File: src/cpu8_params.svh
`ifndef CPU8_PARAMS_SVH
`define CPU8_PARAMS_SVH

// Register offsets on the APB slave
`define REG_CTRL 12'h000
`define REG_STATUS 12'h004
`define REG_OPCODE 12'h008
`define CTRL_RUN_BIT 0
`define STAT_BUSY_BIT 0
`define STAT_BAD_BIT 1

// Reset values of the core
`define PC_RESET 16'h0000
`define SP_RESET 16'h00FF
`define FLAGS_RESET 6'h08

// Opcodes
`define OPC_PREFIX 8'h9E
`define OPC_PUSH_ACC 8'h87
`define OPC_PUSH_HIGH 8'h8B
`define OPC_PUSH_LOW 8'h89
`define OPC_PULL_ACC 8'h86
`define OPC_MOVE_DD 8'h4E
`define OPC_MOVE_DIXP 8'h5E
`define OPC_MOVE_IMD 8'h6E
`define OPC_MOVE_IXPD 8'h7E
`define NIB_LOAD_LOW 4'hE
`define NIB_OR_ACC 4'hA
`define NIB_SHL 4'h8
`define NIB_SHR 4'h4
`define NIB_NEG 4'h0

`endif

File: src/cpu8_pkg.sv
package cpu8_pkg;
  typedef enum logic [2:0] {S_IDLE, S_OPC, S_B1, S_B2, S_OPR, S_DST, S_WB} state_e;
  typedef enum logic [4:0] {
    M_INHA, M_INHX, M_IMM, M_DIR, M_EXT, M_IX, M_IX1, M_IX2, M_STK1, M_STK2,
    M_DIR_DIR, M_DIR_IXP, M_IMM_DIR, M_IXP_DIR, M_PUSH, M_PULL, M_BAD
  } mode_e;
  typedef enum logic [3:0] {
    INS_LOAD_INDEX_LOW, INS_OR_INTO_ACCUMULATOR, INS_SHIFT_LEFT_LOGICAL,
    INS_SHIFT_RIGHT_LOGICAL, INS_TWOS_NEGATE, INS_MEMORY_MOVE, INS_PUSH_ACCUMULATOR,
    INS_PUSH_INDEX_HIGH, INS_PUSH_INDEX_LOW, INS_PULL_ACCUMULATOR, INS_NONE
  } ins_e;
  typedef enum logic [2:0] {ALU_PASS, ALU_OR, ALU_SHL, ALU_SHR, ALU_NEG} alu_op_e;
  typedef struct packed {
    logic v;
    logic h;
    logic i;
    logic n;
    logic z;
    logic c;
  } flags_s;
  typedef struct packed {
    logic [15:0] addr;
    logic rd;
    logic wr;
    logic [7:0] wdata;
  } mem_req_s;
endpackage

File: src/cpu8_alu.sv
`timescale 1ns/1ps
module cpu8_alu (
  input cpu8_pkg::alu_op_e op,
  input wire logic [7:0] opnd,
  input wire logic [7:0] acc,
  input cpu8_pkg::flags_s flags_in,
  output logic [7:0] result,
  output cpu8_pkg::flags_s flags_out
);
  always_comb begin
    flags_out = flags_in;
    result = opnd;
    case (op)
      cpu8_pkg::ALU_OR: begin
        result = acc | opnd;
        flags_out.v = 1'b0;
      end
      cpu8_pkg::ALU_SHL: begin
        result = {opnd[6:0], 1'b0};
        flags_out.c = opnd[7];
        flags_out.v = result[7] ^ opnd[7];
      end
      cpu8_pkg::ALU_SHR: begin
        result = {1'b0, opnd[7:1]};
        flags_out.c = opnd[0];
        // N is forced low, so V reduces to the carry
        flags_out.v = opnd[0];
      end
      cpu8_pkg::ALU_NEG: begin
        result = 8'h00 - opnd;
        flags_out.c = |result;
        flags_out.v = result[7] & opnd[7];
      end
      default: begin
        flags_out.v = 1'b0;
      end
    endcase
    flags_out.n = result[7];
    flags_out.z = ~|result;
  end
endmodule // cpu8_alu

File: src/cpu8_core.sv
// What this block does
// [RL1] One 8-bit accumulator holds operands and results
// [RL2] 16-bit index as high and low bytes
// [RL3] Indexed modes address through the index pair
// [RL4] Core registers invisible to the memory bus
// [RL5] Load index low byte, V cleared, N Z
// [RL6] Left shift: zero in, bit 7 to carry
// [RL7] Right shift: zero in, bit 0 to carry
// [RL8] Memory move, four forms, index post-increment
// [RL9] Negate operand as zero minus it
// [RL10] OR byte into accumulator, V cleared
// [RL11] Push writes stack then decrements pointer
// [RL12] Pull increments pointer then loads accumulator
`timescale 1ns/1ps
`include "cpu8_params.svh"
module cpu8_core (
  input wire logic ref_clk,
  input wire logic rst_b,
  input wire logic psel,
  input wire logic penable,
  input wire logic pwrite,
  input wire logic [11:0] paddr,
  input wire logic [31:0] pwdata,
  output logic [31:0] prdata,
  output logic pready,
  output logic pslverr,
  output cpu8_pkg::mem_req_s mem_req,
  input wire logic [7:0] mem_rdata
);
  cpu8_pkg::state_e state;
  cpu8_pkg::mode_e mode_q;
  cpu8_pkg::mode_e dec_mode;
  cpu8_pkg::mode_e cur_mode;
  cpu8_pkg::ins_e ins_q;
  cpu8_pkg::ins_e dec_ins;
  cpu8_pkg::ins_e cur_ins;
  cpu8_pkg::alu_op_e alu_op;
  cpu8_pkg::flags_s flags;
  cpu8_pkg::flags_s alu_flags;
  // Core registers live only here; no bus path reaches them
  logic [7:0] acc; // RL1 RL4
  logic [7:0] idx_hi;
  logic [7:0] idx_lo;
  logic [15:0] stack_pointer;
  logic [15:0] pc;
  logic [15:0] ea;
  logic [7:0] b1;
  logic [7:0] mv_data;
  logic [7:0] last_opc;
  logic [7:0] alu_in;
  logic [7:0] alu_res;
  logic [7:0] push_data;
  logic [15:0] hx;
  logic pre;
  logic run;
  logic bad;
  logic op_cycle;
  logic exec_now;
  logic apb_wr;
  logic apb_access;
  logic mapped;

  assign hx = {idx_hi, idx_lo}; // RL2
  assign op_cycle = (state == cpu8_pkg::S_OPC) && !(mem_rdata == `OPC_PREFIX && !pre);
  assign cur_mode = (state == cpu8_pkg::S_OPC) ? dec_mode : mode_q;
  assign cur_ins = (state == cpu8_pkg::S_OPC) ? dec_ins : ins_q;

  ////////////////////////////////////////////////////////////////////////////
  // Opcode decode, prefix byte folded in
  always_comb begin
    dec_mode = cpu8_pkg::M_BAD;
    dec_ins = cpu8_pkg::INS_NONE;
    if (pre) begin
      case (mem_rdata[3:0])
        `NIB_LOAD_LOW: dec_ins = cpu8_pkg::INS_LOAD_INDEX_LOW;
        `NIB_OR_ACC: dec_ins = cpu8_pkg::INS_OR_INTO_ACCUMULATOR;
        `NIB_SHL: dec_ins = cpu8_pkg::INS_SHIFT_LEFT_LOGICAL;
        `NIB_SHR: dec_ins = cpu8_pkg::INS_SHIFT_RIGHT_LOGICAL;
        `NIB_NEG: dec_ins = cpu8_pkg::INS_TWOS_NEGATE;
        default: dec_ins = cpu8_pkg::INS_NONE;
      endcase
      case (mem_rdata[7:4])
        4'hE: dec_mode = cpu8_pkg::M_STK1;
        4'hD: dec_mode = cpu8_pkg::M_STK2;
        4'h6: dec_mode = cpu8_pkg::M_STK1;
        default: dec_mode = cpu8_pkg::M_BAD;
      endcase
      // Stack-relative two-byte offset exists only for load and OR
      if (mem_rdata[7:4] == 4'h6 && mem_rdata[3:0] inside {`NIB_LOAD_LOW, `NIB_OR_ACC}) begin
        dec_mode = cpu8_pkg::M_BAD;
      end
      if (mem_rdata[7:4] != 4'h6 && !(mem_rdata[3:0] inside {`NIB_LOAD_LOW, `NIB_OR_ACC})) begin
        dec_mode = cpu8_pkg::M_BAD;
      end
    end else if (mem_rdata == `OPC_PUSH_ACC) begin
      dec_ins = cpu8_pkg::INS_PUSH_ACCUMULATOR;
      dec_mode = cpu8_pkg::M_PUSH;
    end else if (mem_rdata == `OPC_PUSH_HIGH) begin
      dec_ins = cpu8_pkg::INS_PUSH_INDEX_HIGH;
      dec_mode = cpu8_pkg::M_PUSH;
    end else if (mem_rdata == `OPC_PUSH_LOW) begin
      dec_ins = cpu8_pkg::INS_PUSH_INDEX_LOW;
      dec_mode = cpu8_pkg::M_PUSH;
    end else if (mem_rdata == `OPC_PULL_ACC) begin
      dec_ins = cpu8_pkg::INS_PULL_ACCUMULATOR;
      dec_mode = cpu8_pkg::M_PULL;
    end else if (mem_rdata == `OPC_MOVE_DD) begin
      dec_ins = cpu8_pkg::INS_MEMORY_MOVE;
      dec_mode = cpu8_pkg::M_DIR_DIR;
    end else if (mem_rdata == `OPC_MOVE_DIXP) begin
      dec_ins = cpu8_pkg::INS_MEMORY_MOVE;
      dec_mode = cpu8_pkg::M_DIR_IXP;
    end else if (mem_rdata == `OPC_MOVE_IMD) begin
      dec_ins = cpu8_pkg::INS_MEMORY_MOVE;
      dec_mode = cpu8_pkg::M_IMM_DIR;
    end else if (mem_rdata == `OPC_MOVE_IXPD) begin
      dec_ins = cpu8_pkg::INS_MEMORY_MOVE;
      dec_mode = cpu8_pkg::M_IXP_DIR;
    end else if (mem_rdata[3:0] inside {`NIB_LOAD_LOW, `NIB_OR_ACC}) begin
      dec_ins = (mem_rdata[3:0] == `NIB_LOAD_LOW) ? cpu8_pkg::INS_LOAD_INDEX_LOW :
                cpu8_pkg::INS_OR_INTO_ACCUMULATOR;
      case (mem_rdata[7:4])
        4'hA: dec_mode = cpu8_pkg::M_IMM;
        4'hB: dec_mode = cpu8_pkg::M_DIR;
        4'hC: dec_mode = cpu8_pkg::M_EXT;
        4'hD: dec_mode = cpu8_pkg::M_IX2;
        4'hE: dec_mode = cpu8_pkg::M_IX1;
        4'hF: dec_mode = cpu8_pkg::M_IX;
        default: dec_mode = cpu8_pkg::M_BAD;
      endcase
    end else if (mem_rdata[3:0] inside {`NIB_SHL, `NIB_SHR, `NIB_NEG}) begin
      dec_ins = (mem_rdata[3:0] == `NIB_SHL) ? cpu8_pkg::INS_SHIFT_LEFT_LOGICAL :
                (mem_rdata[3:0] == `NIB_SHR) ? cpu8_pkg::INS_SHIFT_RIGHT_LOGICAL :
                cpu8_pkg::INS_TWOS_NEGATE;
      case (mem_rdata[7:4])
        4'h3: dec_mode = cpu8_pkg::M_DIR;
        4'h4: dec_mode = cpu8_pkg::M_INHA;
        4'h5: dec_mode = cpu8_pkg::M_INHX;
        4'h6: dec_mode = cpu8_pkg::M_IX1;
        4'h7: dec_mode = cpu8_pkg::M_IX;
        default: dec_mode = cpu8_pkg::M_BAD;
      endcase
    end
    if (dec_mode == cpu8_pkg::M_BAD) begin
      dec_ins = cpu8_pkg::INS_NONE;
    end
  end

  ////////////////////////////////////////////////////////////////////////////
  // Operand and result path
  always_comb begin
    case (cur_ins)
      cpu8_pkg::INS_OR_INTO_ACCUMULATOR: alu_op = cpu8_pkg::ALU_OR;
      cpu8_pkg::INS_SHIFT_LEFT_LOGICAL: alu_op = cpu8_pkg::ALU_SHL;
      cpu8_pkg::INS_SHIFT_RIGHT_LOGICAL: alu_op = cpu8_pkg::ALU_SHR;
      cpu8_pkg::INS_TWOS_NEGATE: alu_op = cpu8_pkg::ALU_NEG;
      default: alu_op = cpu8_pkg::ALU_PASS;
    endcase
    alu_in = (cur_mode == cpu8_pkg::M_INHA) ? acc :
             (cur_mode == cpu8_pkg::M_INHX) ? idx_lo : mem_rdata;
    push_data = (cur_ins == cpu8_pkg::INS_PUSH_ACCUMULATOR) ? acc :
                (cur_ins == cpu8_pkg::INS_PUSH_INDEX_HIGH) ? idx_hi : idx_lo;
    exec_now = (op_cycle && cur_mode inside {cpu8_pkg::M_INHA, cpu8_pkg::M_INHX}) ||
               (state == cpu8_pkg::S_B1 && mode_q inside {cpu8_pkg::M_IMM, cpu8_pkg::M_IMM_DIR}) ||
               (state == cpu8_pkg::S_OPR);
  end

  cpu8_alu alu (
    .op(alu_op),
    .opnd(alu_in),
    .acc(acc),
    .flags_in(flags),
    .result(alu_res),
    .flags_out(alu_flags)
  );

  ////////////////////////////////////////////////////////////////////////////
  // Core registers
  always_ff @(posedge ref_clk) begin
    if (!rst_b) begin
      acc <= 8'h00;
      idx_hi <= 8'h00;
      idx_lo <= 8'h00;
      stack_pointer <= `SP_RESET;
      flags <= `FLAGS_RESET;
    end else begin
      if (op_cycle && cur_mode == cpu8_pkg::M_PUSH) begin
        stack_pointer <= stack_pointer - 16'h0001; // RL11
      end
      if (op_cycle && cur_mode == cpu8_pkg::M_PULL) begin
        stack_pointer <= stack_pointer + 16'h0001; // RL12
      end
      if (exec_now) begin
        case (cur_ins)
          cpu8_pkg::INS_LOAD_INDEX_LOW: begin
            idx_lo <= alu_res; // RL5
            flags <= alu_flags;
          end
          cpu8_pkg::INS_OR_INTO_ACCUMULATOR: begin
            acc <= alu_res; // RL10
            flags <= alu_flags;
          end
          cpu8_pkg::INS_SHIFT_LEFT_LOGICAL, cpu8_pkg::INS_SHIFT_RIGHT_LOGICAL,
          cpu8_pkg::INS_TWOS_NEGATE: begin
            if (cur_mode == cpu8_pkg::M_INHA) begin
              acc <= alu_res; // RL6 RL7 RL9
            end
            if (cur_mode == cpu8_pkg::M_INHX) begin
              idx_lo <= alu_res;
            end
            flags <= alu_flags;
          end
          cpu8_pkg::INS_MEMORY_MOVE: begin
            flags <= alu_flags; // RL8
            if (cur_mode inside {cpu8_pkg::M_DIR_IXP, cpu8_pkg::M_IXP_DIR}) begin
              {idx_hi, idx_lo} <= hx + 16'h0001; // RL8
            end
          end
          cpu8_pkg::INS_PULL_ACCUMULATOR: acc <= mem_rdata; // RL12
          default: acc <= acc;
        endcase
      end
    end
  end

  ////////////////////////////////////////////////////////////////////////////
  // Sequencer; bus request is registered, read data is used in the next cycle
  always_ff @(posedge ref_clk) begin
    if (!rst_b) begin
      state <= cpu8_pkg::S_IDLE;
      mem_req <= '0;
      pc <= `PC_RESET;
      pre <= 1'b0;
      ins_q <= cpu8_pkg::INS_NONE;
      mode_q <= cpu8_pkg::M_BAD;
      ea <= 16'h0000;
      b1 <= 8'h00;
      mv_data <= 8'h00;
    end else begin
      // Default: fetch the next opcode, or park when software stopped the core
      mem_req <= '{addr: pc, rd: run, wr: 1'b0, wdata: 8'h00};
      pc <= pc + {15'h0000, run};
      state <= run ? cpu8_pkg::S_OPC : cpu8_pkg::S_IDLE;
      case (state)
        cpu8_pkg::S_IDLE: pre <= 1'b0;
        cpu8_pkg::S_OPC: begin
          ins_q <= dec_ins;
          mode_q <= dec_mode;
          pre <= 1'b0;
          if (!op_cycle) begin
            // Prefix seen: fetch the second opcode byte regardless of run
            pre <= 1'b1;
            mem_req <= '{addr: pc, rd: 1'b1, wr: 1'b0, wdata: 8'h00};
            pc <= pc + 16'h0001;
            state <= cpu8_pkg::S_OPC;
          end else if (dec_mode inside {cpu8_pkg::M_IX, cpu8_pkg::M_IXP_DIR}) begin
            ea <= hx;
            mem_req <= '{addr: hx, rd: 1'b1, wr: 1'b0, wdata: 8'h00}; // RL3
            pc <= pc;
            state <= cpu8_pkg::S_OPR;
          end else if (dec_mode == cpu8_pkg::M_PUSH) begin
            mem_req <= '{addr: stack_pointer, rd: 1'b0, wr: 1'b1, wdata: push_data}; // RL11
            pc <= pc;
            state <= cpu8_pkg::S_WB;
          end else if (dec_mode == cpu8_pkg::M_PULL) begin
            mem_req <= '{addr: stack_pointer + 16'h0001, rd: 1'b1, wr: 1'b0, wdata: 8'h00};
            pc <= pc;
            state <= cpu8_pkg::S_OPR;
          end else if (!(dec_mode inside {cpu8_pkg::M_INHA, cpu8_pkg::M_INHX,
                                          cpu8_pkg::M_BAD})) begin
            mem_req <= '{addr: pc, rd: 1'b1, wr: 1'b0, wdata: 8'h00};
            pc <= pc + 16'h0001;
            state <= cpu8_pkg::S_B1;
          end
        end
        cpu8_pkg::S_B1: begin
          b1 <= mem_rdata;
          if (mode_q != cpu8_pkg::M_IMM) begin
            mem_req.rd <= 1'b1;
            pc <= pc;
            state <= cpu8_pkg::S_OPR;
            case (mode_q)
              cpu8_pkg::M_IMM_DIR, cpu8_pkg::M_EXT, cpu8_pkg::M_IX2, cpu8_pkg::M_STK2: begin
                mv_data <= mem_rdata;
                pc <= pc + 16'h0001;
                state <= (mode_q == cpu8_pkg::M_IMM_DIR) ? cpu8_pkg::S_DST : cpu8_pkg::S_B2;
              end
              cpu8_pkg::M_IX1: begin
                ea <= hx + {8'h00, mem_rdata}; // RL3
                mem_req.addr <= hx + {8'h00, mem_rdata};
              end
              cpu8_pkg::M_STK1: begin
                ea <= stack_pointer + {8'h00, mem_rdata};
                mem_req.addr <= stack_pointer + {8'h00, mem_rdata};
              end
              default: begin
                ea <= {8'h00, mem_rdata};
                mem_req.addr <= {8'h00, mem_rdata};
              end
            endcase
          end
        end
        cpu8_pkg::S_B2: begin
          mem_req.rd <= 1'b1;
          pc <= pc;
          state <= cpu8_pkg::S_OPR;
          if (mode_q == cpu8_pkg::M_IX2) begin
            ea <= hx + {b1, mem_rdata}; // RL3
            mem_req.addr <= hx + {b1, mem_rdata};
          end else if (mode_q == cpu8_pkg::M_STK2) begin
            ea <= stack_pointer + {b1, mem_rdata};
            mem_req.addr <= stack_pointer + {b1, mem_rdata};
          end else begin
            ea <= {b1, mem_rdata};
            mem_req.addr <= {b1, mem_rdata};
          end
        end
        cpu8_pkg::S_OPR: begin
          if (ins_q inside {cpu8_pkg::INS_SHIFT_LEFT_LOGICAL, cpu8_pkg::INS_SHIFT_RIGHT_LOGICAL,
                            cpu8_pkg::INS_TWOS_NEGATE}) begin
            mem_req <= '{addr: ea, rd: 1'b0, wr: 1'b1, wdata: alu_res}; // RL6 RL7 RL9
            pc <= pc;
            state <= cpu8_pkg::S_WB;
          end else if (mode_q == cpu8_pkg::M_DIR_IXP) begin
            mem_req <= '{addr: hx, rd: 1'b0, wr: 1'b1, wdata: mem_rdata}; // RL8
            pc <= pc;
            state <= cpu8_pkg::S_WB;
          end else if (ins_q == cpu8_pkg::INS_MEMORY_MOVE) begin
            mv_data <= mem_rdata;
            mem_req <= '{addr: pc, rd: 1'b1, wr: 1'b0, wdata: 8'h00};
            pc <= pc + 16'h0001;
            state <= cpu8_pkg::S_DST;
          end
        end
        cpu8_pkg::S_DST: begin
          mem_req <= '{addr: {8'h00, mem_rdata}, rd: 1'b0, wr: 1'b1, wdata: mv_data}; // RL8
          pc <= pc;
          state <= cpu8_pkg::S_WB;
        end
        default: pre <= 1'b0;
      endcase
    end
  end

  ////////////////////////////////////////////////////////////////////////////
  // APB slave: control, status, last opcode
  assign apb_access = psel && penable;
  assign apb_wr = apb_access && pwrite;
  assign mapped = paddr == `REG_CTRL || paddr == `REG_STATUS || paddr == `REG_OPCODE;
  assign pready = apb_access;
  assign pslverr = apb_access && !mapped;

  always_ff @(posedge ref_clk) begin
    if (!rst_b) begin
      run <= 1'b0;
      bad <= 1'b0;
      last_opc <= 8'h00;
    end else begin
      if (apb_wr && paddr == `REG_CTRL) begin
        run <= pwdata[`CTRL_RUN_BIT];
      end
      if (op_cycle) begin
        last_opc <= mem_rdata;
      end
      // Undefined opcode is skipped; its flag survives a same-cycle clear
      if (apb_wr && paddr == `REG_STATUS && pwdata[`STAT_BAD_BIT]) begin
        bad <= 1'b0;
      end
      if (op_cycle && dec_mode == cpu8_pkg::M_BAD) begin
        bad <= 1'b1;
      end
    end
  end

  always_ff @(posedge ref_clk) begin
    if (!rst_b) begin
      prdata <= 32'h00000000;
    end else if (psel && !penable && !pwrite) begin
      prdata <= 32'h00000000;
      if (paddr == `REG_CTRL) begin
        prdata[`CTRL_RUN_BIT] <= run;
      end else if (paddr == `REG_STATUS) begin
        prdata[`STAT_BUSY_BIT] <= state != cpu8_pkg::S_IDLE;
        prdata[`STAT_BAD_BIT] <= bad;
      end else if (paddr == `REG_OPCODE) begin
        prdata[7:0] <= last_opc;
      end
    end
  end
endmodule // cpu8_core

File: config.mk
export PLATFORM = sky130hd
export DESIGN_NAME = cpu8_core
export DESIGN_NICKNAME = d
export VERILOG_FILES = /design/src/cpu8_pkg.sv /design/src/cpu8_alu.sv /design/src/cpu8_core.sv
export VERILOG_INCLUDE_DIRS = /design/src /design/src/src
export SDC_FILE = /design/constraint.sdc
export NUM_CORES = 1
export LEC_CHECK = 0
export ABC_AREA = 1
export BUFFER_PORTS_ARGS = -buffer_cell sky130_fd_sc_hd__buf_2
export CAP_MARGIN = 10
export CORE_ASPECT_RATIO = 1.4
export CORE_MARGIN = 2
export CORE_UTILIZATION = 40
export CTS_BUF_LIST = sky130_fd_sc_hd__clkbuf_16
export DETAILED_ROUTE_END_ITERATION = 7
export SKIP_CTS_REPAIR_TIMING = 1
export SLEW_MARGIN = 10
export SYNTH_ARGS = -nofsm -noshare
export SYNTH_HDL_FRONTEND = slang
export SYNTH_SLANG_ARGS = --single-unit
File: constraint.sdc
create_clock -name ref_clk -period 3.5 [get_ports ref_clk]
set_input_delay 0.7 -clock ref_clk [delete_from_list [all_inputs] [get_ports ref_clk]]
set_output_delay 0.7 -clock ref_clk [all_outputs]
set_load 0.01 [all_outputs]
# [Word level (Yosys, flattened, before mapping)]
# Index checks and enable logic that the tools add are counted.
[op_classes] n_addsub=10 eq_ne=83 n_mux=105 bitwise=2 reduce_logical=58
[op_table] operator="16-bit 2-to-1 mux" count=17
[op_table] operator="26-bit 2-to-1 mux" count=6
[op_table] operator="16-bit one-hot mux with 3 select lines" count=3
[op_table] operator="8-bit 2-to-1 mux" count=13
[op_table] operator="17-bit one-hot mux with 5 select lines" count=1
[op_table] operator="5-bit 2-to-1 mux" count=14
[op_table] operator="16-bit one-hot mux with 4 select lines" count=1
[op_table] operator="5-bit by 4-bit == test with 1-bit output, second input constant" count=11
[op_table] operator="4-bit 2-to-1 mux" count=13
[op_table] operator="16-bit by 1-bit adder with 16-bit output, second input constant" count=3
[op_table] operator="8-bit one-hot mux with 3 select lines" count=2
[op_table] operator="4-bit by 3-bit == test with 1-bit output, second input constant" count=11
[op_table] operator="4-bit == test, second input constant" count=10
[op_table] operator="8-bit == test, second input constant" count=5
[op_table] operator="3-bit 2-to-1 mux" count=12
[op_table] operator="16-bit adder" count=2
[op_table] operator="16-bit by 8-bit adder with 16-bit output" count=2
[op_table] operator="8-bit by 7-bit == test with 1-bit output, second input constant" count=4
[op_table] operator="8-bit one-hot mux with 4 select lines" count=1
[op_table] operator="5-bit one-hot mux with 6 select lines" count=1
[op_table] operator="9-bit one-hot mux with 3 select lines" count=1
[op_table] operator="5-bit one-hot mux with 5 select lines" count=1
[op_table] operator="3-bit nonzero test" count=7
[op_table] operator="4-bit by 2-bit == test with 1-bit output, second input constant" count=5
[op_table] operator="48 further kinds" count=112
[totals] reg_bits=145 input_bits=57 output_inout_bits=60 wordCells=278

# [Longest topological paths before layout]
# Gate-level depths: netlist (run 1).
[depth] word_depth=23 mapped_depth=29

# [Cells and area by module]
# Synthesis (run 1) repeated with hierarchy kept, for this count alone.
[unflattened] hier_cells=2307 area_unflattened_um2=13917.1
[modules_own_cells] mod="cpu8_core" instances=1 cells_per_inst=2170 area_each_um2=13275.2 seq_area_each_um2=3022.9
[modules_own_cells] mod="cpu8_alu" instances=1 cells_per_inst=137 area_each_um2=641.9 seq_area_each_um2=0.0

# [Worst setup path before layout (run 1)]
# Ideal clock, no wire load.
[synth_path] path_type="in2reg" startpoint="in mem_rdata[4]" endpoint="reg mem_req[4] in the netlist's numbering" setup_ps=128 arrival_time_ps=3066 required_ps=3372 slack_ps=306 cell_stages=27 path_cell_list="buf_2 -> inv_4 -> nand2_4 -> nor2_4 -> nand2_2 -> nand2_1 -> nor2_2 -> nand3_1 -> nand2_2 -> nand2_2 -> nand2_4 -> nand2_4 -> nor2_8 -> inv_2 -> nand2_1 -> nand2_1 -> nor2_2 -> inv_2 -> ha_1 -> nand2_1 -> o21ai_0 -> nand2_1 -> nand3_1 -> nand2_1 -> nand2_1 -> a21oi_1 -> nor2_1"
[synth_via] elab_chain_cells=23
[synth_rtl] element="start, declared" line="cpu8_core.sv:28" source="input wire logic [7:0] mem_rdata"
[synth_rtl] element="branches (longest 22 deep; another with 5-bit one-hot mux with 5 select lines)"
[synth_rtl] element="9-bit one-hot mux with 3 select lines (*)" line="cpu8_core.sv:244" source="case (state)"
[synth_rtl] element="end signal, assigned" line="cpu8_core.sv:253" source="mem_req <= '{addr: pc, rd: 1'b1, wr: 1'b0, wdata: 8'h00};"
[synth_rtl] element="end signal, assigned" line="cpu8_core.sv:258" source="mem_req <= '{addr: hx, rd: 1'b1, wr: 1'b0, wdata: 8'h00};"
[synth_rtl] element="end signal, assigned" line="cpu8_core.sv:262" source="mem_req <= '{addr: stack_pointer, rd: 1'b0, wr: 1'b1, wdata: push_data};"
[synth_rtl] element="end, declared" line="cpu8_core.sv:27" source="output cpu8_pkg::mem_req_s mem_req,"
# Every way passes the cells marked *.
# A chain may end at the register's enable or synchronous reset.

# [Worst setup path after layout (run 1)]
[layout_path] startpoint="in mem_rdata[6]" endpoint="reg idx_hi[6]"
[layout_via] elab_chain_cells=20
[layout_rtl] element="4-bit by 3-bit == test with 1-bit output (tied with other cells)" line="cpu8_core.sv:135" source="case (mem_rdata[7:4])"
[layout_rtl] element="5-bit one-hot mux with 5 select lines" line="cpu8_core.sv:135"
[layout_rtl] element="5-bit 2-to-1 mux" line="cpu8_core.sv:131" source="end else if (mem_rdata[3:0] inside {`NIB_SHL, `NIB_SHR, `NIB_NEG}) begin"
[layout_rtl] element="5-bit 2-to-1 mux" line="cpu8_core.sv:119" source="end else if (mem_rdata[3:0] inside {`NIB_LOAD_LOW, `NIB_OR_ACC}) begin"
[layout_rtl] element="5-bit 2-to-1 mux" line="cpu8_core.sv:116" source="end else if (mem_rdata == `OPC_MOVE_IXPD) begin"
[layout_rtl] element="5-bit 2-to-1 mux" line="cpu8_core.sv:113" source="end else if (mem_rdata == `OPC_MOVE_IMD) begin"
[layout_rtl] element="5-bit 2-to-1 mux" line="cpu8_core.sv:110" source="end else if (mem_rdata == `OPC_MOVE_DIXP) begin"
[layout_rtl] element="5-bit 2-to-1 mux" line="cpu8_core.sv:107" source="end else if (mem_rdata == `OPC_MOVE_DD) begin"
[layout_rtl] element="(+4 left out)"
[layout_rtl] element="5-bit 2-to-1 mux" line="cpu8_core.sv:73" source="if (pre) begin"
[layout_rtl] element="5-bit 2-to-1 mux"
[layout_rtl] element="5-bit by 1-bit == test with 1-bit output / 5-bit zero test (equally long branches)" line="cpu8_core.sv:163" source="exec_now = (op_cycle && cur_mode inside {cpu8_pkg::M_INHA, cpu8_pkg::M_INHX}) ||"
[layout_rtl] element="2-bit nonzero test" line="cpu8_core.sv:163"
[layout_rtl] element="1-bit logical AND" line="cpu8_core.sv:163"
[layout_rtl] element="1-bit logical OR" line="cpu8_core.sv:163"
[layout_rtl] element="1-bit logical OR" line="cpu8_core.sv:164" source="(state == cpu8_pkg::S_B1 && mode_q inside {cpu8_pkg::M_IMM, cpu8_pkg::M_IMM_DIR}) ||"
[layout_rtl] element="3-bit AND reduction (no line) (*)"
[layout_rtl] element="end signal, assigned" line="cpu8_core.sv:216" source="{idx_hi, idx_lo} <= hx + 16'h0001;"
[layout_rtl] element="end, declared" line="cpu8_core.sv:42" source="logic [7:0] idx_hi;"
# Every way passes the cells marked *; elsewhere a longest branch is shown, timed or not.

==> out/results.ini, run 1 <==
[yosys]
synth_edf_count = 0
syn_area_um2 = 13100
avgSynthCellArea_um2 = 6.34
ys_seq_area_share_pct = 22.2
synthDistinctLibCells = 67
synthArstFlopShare_pct = 0
synth_top_flop_cell = dfxtp_1
ys_ff_latch = 145
yosysWarnings = 0
synth_cells = 2061

[worst_hold_path]
min_to = prdata[3]
min_from = prdata[3]
hold_depth = 2
min_path_type = reg2reg

[place]
port_buffers = 62
placedCellCount = 2730
place_area_um2 = 15500
dpl.hpwl_um = 47200
gp_congestion = 1.02

[timing]
skew_ns = 0.0123
setup-violations-final = 0
final_max_slew_viol_count = 0
rsz0062_at_grt = no
layout_min_cycle_time_ns = 3.25
slew_headroom_pct = 30.6
finalHoldViolCount = 0
tightest_slew_ns = 1.04
timing.hold.ws_ns = 0.469
fmax_ghz = 0.308
period_share_pct = 92.8

[setup_path]
r2r_cells = 24
startpoint_type = input port
arrival_ns = 3.60
critPathMaxFanout = 20
reg2reg_setup_slack_ns = 0.37
critPathRequiredTime_ns = 3.85
reg2reg_from = state[0]
critPathKind = in2reg
reg2reg_to = mem_req[6]
critPathCaptureType = flop

[clock_network]
root_buffer = clkbuf_16
cts_tree = built
cts_buffer_depth = 2
clk_pin_slew_ns = 0.06
h-tree-depth = 4
clkSinkCount = 145
cts_made_buffers = 17
clk_latency_ns = 0.46

[floorplanning]
start_util_pct = 40.4
die_h_um = 218
rows = 78
pin_count = 117
die_area_um2 = 34100
die_w_um = 157
core_um2 = 32300

[global_route]
grt_max_degree = 91
grt.total_usage_pct = 35.1
grt_antenna_before_repair = 1
grt_pass1_wl_um = 90600
grt.overflow.total = 0
first_global_vias = 15400

[layout]
area_growth_pct = 22.8
utilization_pct = 49.6
final_cell_mix = 332 x nand2_1, 262 x buf_4, 255 x a21oi_1, 204 x inv_1, 203 x o21ai_0
drive_above_1_share_pct = 19.7
diodes = 0
layout.nets = 2405
layout.cell_area.non_filler_um2 = 16000
layoutNonFillerInstCount = 2760
final_common_cell = nand2_1

[routing]
vias = 16000
via_per_inst = 5.78
drtPass1Iterations = 7
drt-initial-drc-count = 1325
drc = 0
ant_nets = 0
routed_wl_um = 59800
wl_per_cell_um = 21.7

[pwr]
total_power_uw = 3850
power_density_nw_per_um2 = 240
ir_worst_vdd_v = 0.000228
total_leakage_power_uw = 0.00690

[status]
status = finished clean

[job]
drv_cap = 0

## state kept, by name, summed over array words and instances (netlist names), 3 cells and up
name,flops
pc,16
ea,16
mode_q,5
idx_lo,8
prdata,8
state,3
mem_req,26
stack_pointer,16
idx_hi,8
last_opc,8
b1,8
ins_q,4
acc,8
mv_data,8
## cell families (layout without fill, tap and decap cells)
| family | Yosys count | count (layout) | share of synthesized area, % |
|---|---|---|---|
| adder cells (fa/ha/maj) | 39 | 39 | 3.85 |
| AO/OA/AOI/OAI | 689 | 689 | 31.3 |
| other | 1 | 24 | 0.0287 |
| AND/OR/NAND/NOR | 762 | 762 | 26.4 |
| XOR/XNOR | 69 | 69 | 4.63 |
| flip-flops | 145 | 145 | 22.2 |
| buffers and inverters | 356 | 592 | 11.5 |
## how the worst max path moves through the flow
stage | to | slack (ns) | cells past startpoint | start
after floorplan | mem_req[4] | 0.31 | 27 | mem_rdata[4]
after global placement | idx_hi[6] | -0.18 | 20 | mem_rdata[7]
after detailed placement | idx_hi[6] | -0.22 | 20 | mem_rdata[7]
after CTS | idx_hi[6] | 0.24 | 20 | mem_rdata[7]
after global routing | mem_req[6] | 0.01 | 25 | mem_rdata[6]
final | idx_hi[6] | 0.25 | 21 | mem_rdata[6]
## synth_stat cells, drive strengths merged (2+ instances only)
cell type,instances,share of area [%]
a2111oi,2,0.13
a211oi,13,0.79
a21oi,258,9.9
a221oi,12,0.80
a22oi,18,1.0
a31oi,23,1.1
a32o,2,0.15
a41oi,7,0.47
buf,46,2.5
clkbuf,76,2.2
clkinv,7,0.20
dfxtp,145,22
fa,2,0.31
ha,37,3.5
inv,227,6.7
nand2,357,11
nand3,130,5.2
nand3b,4,0.23
nand4,20,1.1
nor2,191,6.3
nor3,40,1.7
nor4,12,0.57
o2111ai,17,1.1
o211ai,48,2.8
o21a,5,0.29
o21ai,219,8.6
o21bai,3,0.17
o221ai,28,1.9
o22ai,17,0.92
o31a,2,0.13
o31ai,7,0.44
or2,6,0.29
xnor2,6,0.40
xor2,63,4.2
## stage by stage
step,worst slack [ns],setup TNS (ns)
6_report,0.252,0
5_1_grt,0.0126,0
4_1_cts,0.242,0
3_5_place_dp,-0.221,-4.90
3_3_place_gp,-0.176,-3.52
2_1_floorplan,0.306,0
## report_power, final
group          leakage, uW  switching [uW]  internal (uW)  total (uW)
Sequential         0.00117           0.217           1650        1650
Clock             0.000258             840            969        1810
Combinational      0.00548             248            147         396
Total              0.00690            1090           2770        3850
## layout make-up
class | instances | area [um2]
fillers | 3407 | 16300
clock buffers | 17 | 425
well taps | 440 | 551
inverters | 234 | 898
clock inverters | 13 | 115
multi-input cells | 1583 | 8780
flip-flops and latches | 145 | 2900
repair buffers | 328 | 2360
## worst max-delay path, stage by stage
cell      delay (ns)
buf_2           0.19
inv_4           0.10
nand2_4         0.05
nor2_4          0.19
nand2_2         0.10
and2_1          0.17
nand2_1         0.06
nand3_1         0.11
nand3_1         0.10
nand2_1         0.11
buf_4           0.24
inv_2           0.22
nand3b_1        0.10
a21oi_1         0.18
buf_4           0.17
nand3_2         0.16
nor2_4          0.15
nand4_2         0.10
nor2_1          0.17
a21oi_1         0.08
o21a_1          0.14
## per-layer routing
layer	share of wire (%)	global-route usage (%)	up-vias
li1	-	-	7615
met1	40	42.3	7408
met2	46	57.5	722
met3	6.5	4.65	207
met4	7.4	24.2	2
met5	0.025	0	-
No activity file was read; power rests on OpenSTA's default activity.
==> run 2: changes to the inputs <==
Settings changed: PLACE_DENSITY_LB_ADDON set to 0.2.
==> run 2 against run 1 <==
- sequential power hardly changed
- sequential cell count unchanged
- maximum frequency shrank 0.42%
- count of clock-buffer cells in the layout did not move
- cell area about the same
==> out/results.ini, run 2 (synthesis results as in run 1) <==
[status]
status = finished clean  ; unchanged

[layout]
area_growth_pct = 22.9  ; was 22.8%
final_cell_mix = 333 x nand2_1, 255 x a21oi_1, 248 x buf_4, 204 x inv_1, 203 x o21ai_0  ; was 332 x nand2_1, 262 x buf_4, 255 x a21oi_1, 204 x inv_1, 203 x o21ai_0
top_register = mem_req  ; unchanged
nFillCells = 3380  ; was 3407
final-seq-area_um2 = 2900  ; unchanged
largest_reg_flops = 26  ; unchanged
drive_above_1_share_pct = 19.2  ; was 19.7%
multi_input_area_um2 = 8780  ; about the same
layout.nets = 2393  ; was 2405
diodes = 0  ; unchanged
final_common_cell = nand2_1  ; unchanged
layoutNonFillerInstCount = 2749  ; was 2760

[setup_path]
critPathKind = in2reg  ; unchanged
critPathCaptureType = flop  ; unchanged
critPathMaxStageDelay_ns = 0.46  ; was 0.24 ns
startpoint_type = input port  ; unchanged
arrival_ns = 3.62  ; was 3.60 ns
path_cells = clkbuf_4 > buf_4 > ha_1 > nand3_1 > nand2_1 > a21oi_1 > buf_4 > inv_1 > nand2_1 > a21oi_1 > a21oi_1 > o21ai_0 > o21ai_0 > o41ai_1 > buf_4 > inv_1  ; was buf_2 > inv_4 > nand2_4 > nor2_4 > nand2_2 > and2_1 > nand2_1 > nand3_1 > nand3_1 > nand2_1 > buf_4 > inv_2 > nand3b_1 > a21oi_1 > buf_4 > nand3_2 > nor2_4 > nand4_2 > nor2_1 > a21oi_1 > o21a_1
crit_start = mem_rdata[3]  ; was mem_rdata[6]
cp_slowest_cell = o21ai_0  ; was buf_4
r2r_cells = 11  ; was 24
critPathRequiredTime_ns = 3.86  ; was 3.85 ns
reg2reg_from = mode_q[4]  ; was state[0]
reg2reg_to = mem_req[11]  ; was mem_req[6]
reg2reg_setup_slack_ns = 0.29  ; was 0.37 ns
critPathMaxFanout = 5  ; was 20

[global_route]
grt_max_degree = 91  ; unchanged
grt.total_usage_pct = 34.1  ; was 35.1%
grt_antenna_before_repair = 0  ; was 1
grt_pass1_wl_um = 88300  ; was 90600 um
first_global_vias = 15100  ; was 15400
grt.overflow.total = 0  ; unchanged

[timing]
period_share_pct = 93.2  ; was 92.8%
final_max_slew_viol_count = 0  ; unchanged
layout_min_cycle_time_ns = 3.26  ; was 3.25 ns
fmax_ghz = 0.307  ; was 0.308 GHz
slew_headroom_pct = 27.7  ; was 30.6%
rsz0062_at_grt = no  ; unchanged
skew_ns = 0.0128  ; was 0.0123 ns
setup-violations-final = 0  ; unchanged
finalHoldViolCount = 0  ; unchanged
tightest_slew_ns = 1.08  ; was 1.04 ns

[place]
port_buffers = 62  ; unchanged
dpl.hpwl_um = 46500  ; was 47200 um
placedCellCount = 2718  ; was 2730
gp_congestion = 1.00  ; was 1.02

[routing]
ant_nets = 0  ; unchanged
wl_per_cell_um = 21.3  ; was 21.7 um
drc = 0  ; unchanged
routed_wl_um = 58500  ; was 59800 um
via_per_inst = 5.81  ; was 5.78
drtPass1Iterations = 6  ; was 7
drt-initial-drc-count = 1552  ; was 1325
vias = 16000  ; about the same

[floorplanning]
start_util_pct = 40.4  ; unchanged
die_h_um = 218  ; unchanged
core_um2 = 32300  ; unchanged
die_area_um2 = 34100  ; unchanged
pin_count = 117  ; unchanged
die_w_um = 157  ; unchanged
rows = 78  ; unchanged

[pwr]
total_leakage_power_uw = 0.00690  ; about the same
ir_worst_vdd_v = 0.000233  ; was 0.000228 V
total_power_uw = 4060  ; was 3850 uW
power_density_nw_per_um2 = 253  ; was 240 nW/um2

[clock_network]
cts_buffer_depth = 2  ; unchanged
clkSinkCount = 145  ; unchanged
root_buffer = clkbuf_16  ; unchanged
clk_latency_ns = 0.46  ; about the same
h-tree-depth = 4  ; unchanged
cts_made_buffers = 17  ; unchanged
cts_tree = built  ; unchanged
clk_pin_slew_ns = 0.06  ; about the same

[job]
drv_cap = 0  ; unchanged

[worst_hold_path]
min_path_type = reg2reg  ; unchanged
min_from = prdata[5]  ; was prdata[3]
hold_depth = 2  ; unchanged
min_to = prdata[5]  ; was prdata[3]

## run 2: stage by stage
step | setup TNS [ns] | utilization (%) | instance area [um2] | hold WS [ns] | setup WS, ns
after floorplan | 0 | - | 13100 | 0.454 | 0.306
final | 0 | 49.7 | 16100 | 0.466 | 0.238
after global routing | 0 | 49.7 | 16100 | 0.491 | 0.00844
after detailed placement | -2.95 | 47.7 | 15400 | 0.456 | -0.164
after CTS | 0 | 49.6 | 16000 | 0.466 | 0.302
after global placement | -2.76 | 47.7 | 15400 | 0.453 | -0.181
## run 2: worst max path at each step
stage             endpoint  slack [ns]  depth (start not counted)
2_1_floorplan   mem_req[4]        0.31                         27
3_3_place_gp   mem_req[18]       -0.18                         15
3_5_place_dp   mem_req[18]       -0.16                         15
4_1_cts         mem_req[4]        0.30                         23
5_1_grt          idx_lo[4]       0.008                         23
6_report       mem_req[18]        0.24                         16
## run 2: area by class of cell
type | count | share of cell area (%)
clock buffer | 17 | 2.65
multi-input combinational | 1583 | 54.7
clock inverter | 14 | 1.19
inverter | 234 | 5.60
sequential | 145 | 18.1
tap | 440 | 3.43
timing repair buffer | 316 | 14.4
## run 2: metal layers
metal / part of all wire (%) / global-route usage, % / vias up
met4: 7.0 / 21.3 / 0
met2: 46 / 56.3 / 792
met3: 7.4 / 4.63 / 205
met1: 40 / 41.6 / 7389
li1: - / - / 7599
met5: 0 / 0 / -
## run 2: worst max-delay path: cells and delay by family
| kind | cells | cell delay, ns |
|---|---|---|
| AO/OA/AOI/OAI | 6 | 1.36 |
| adder cells (fa/ha/maj) | 1 | 0.36 |
| buffers and inverters | 6 | 0.83 |
| AND/OR/NAND/NOR | 3 | 0.35 |
## run 2: report_power, final
| part | internal (uW) | switching, uW |
|---|---|---|
| Combinational | 152 | 251 |
| Clock | 1190 | 822 |
| Sequential | 1650 | 0.285 |
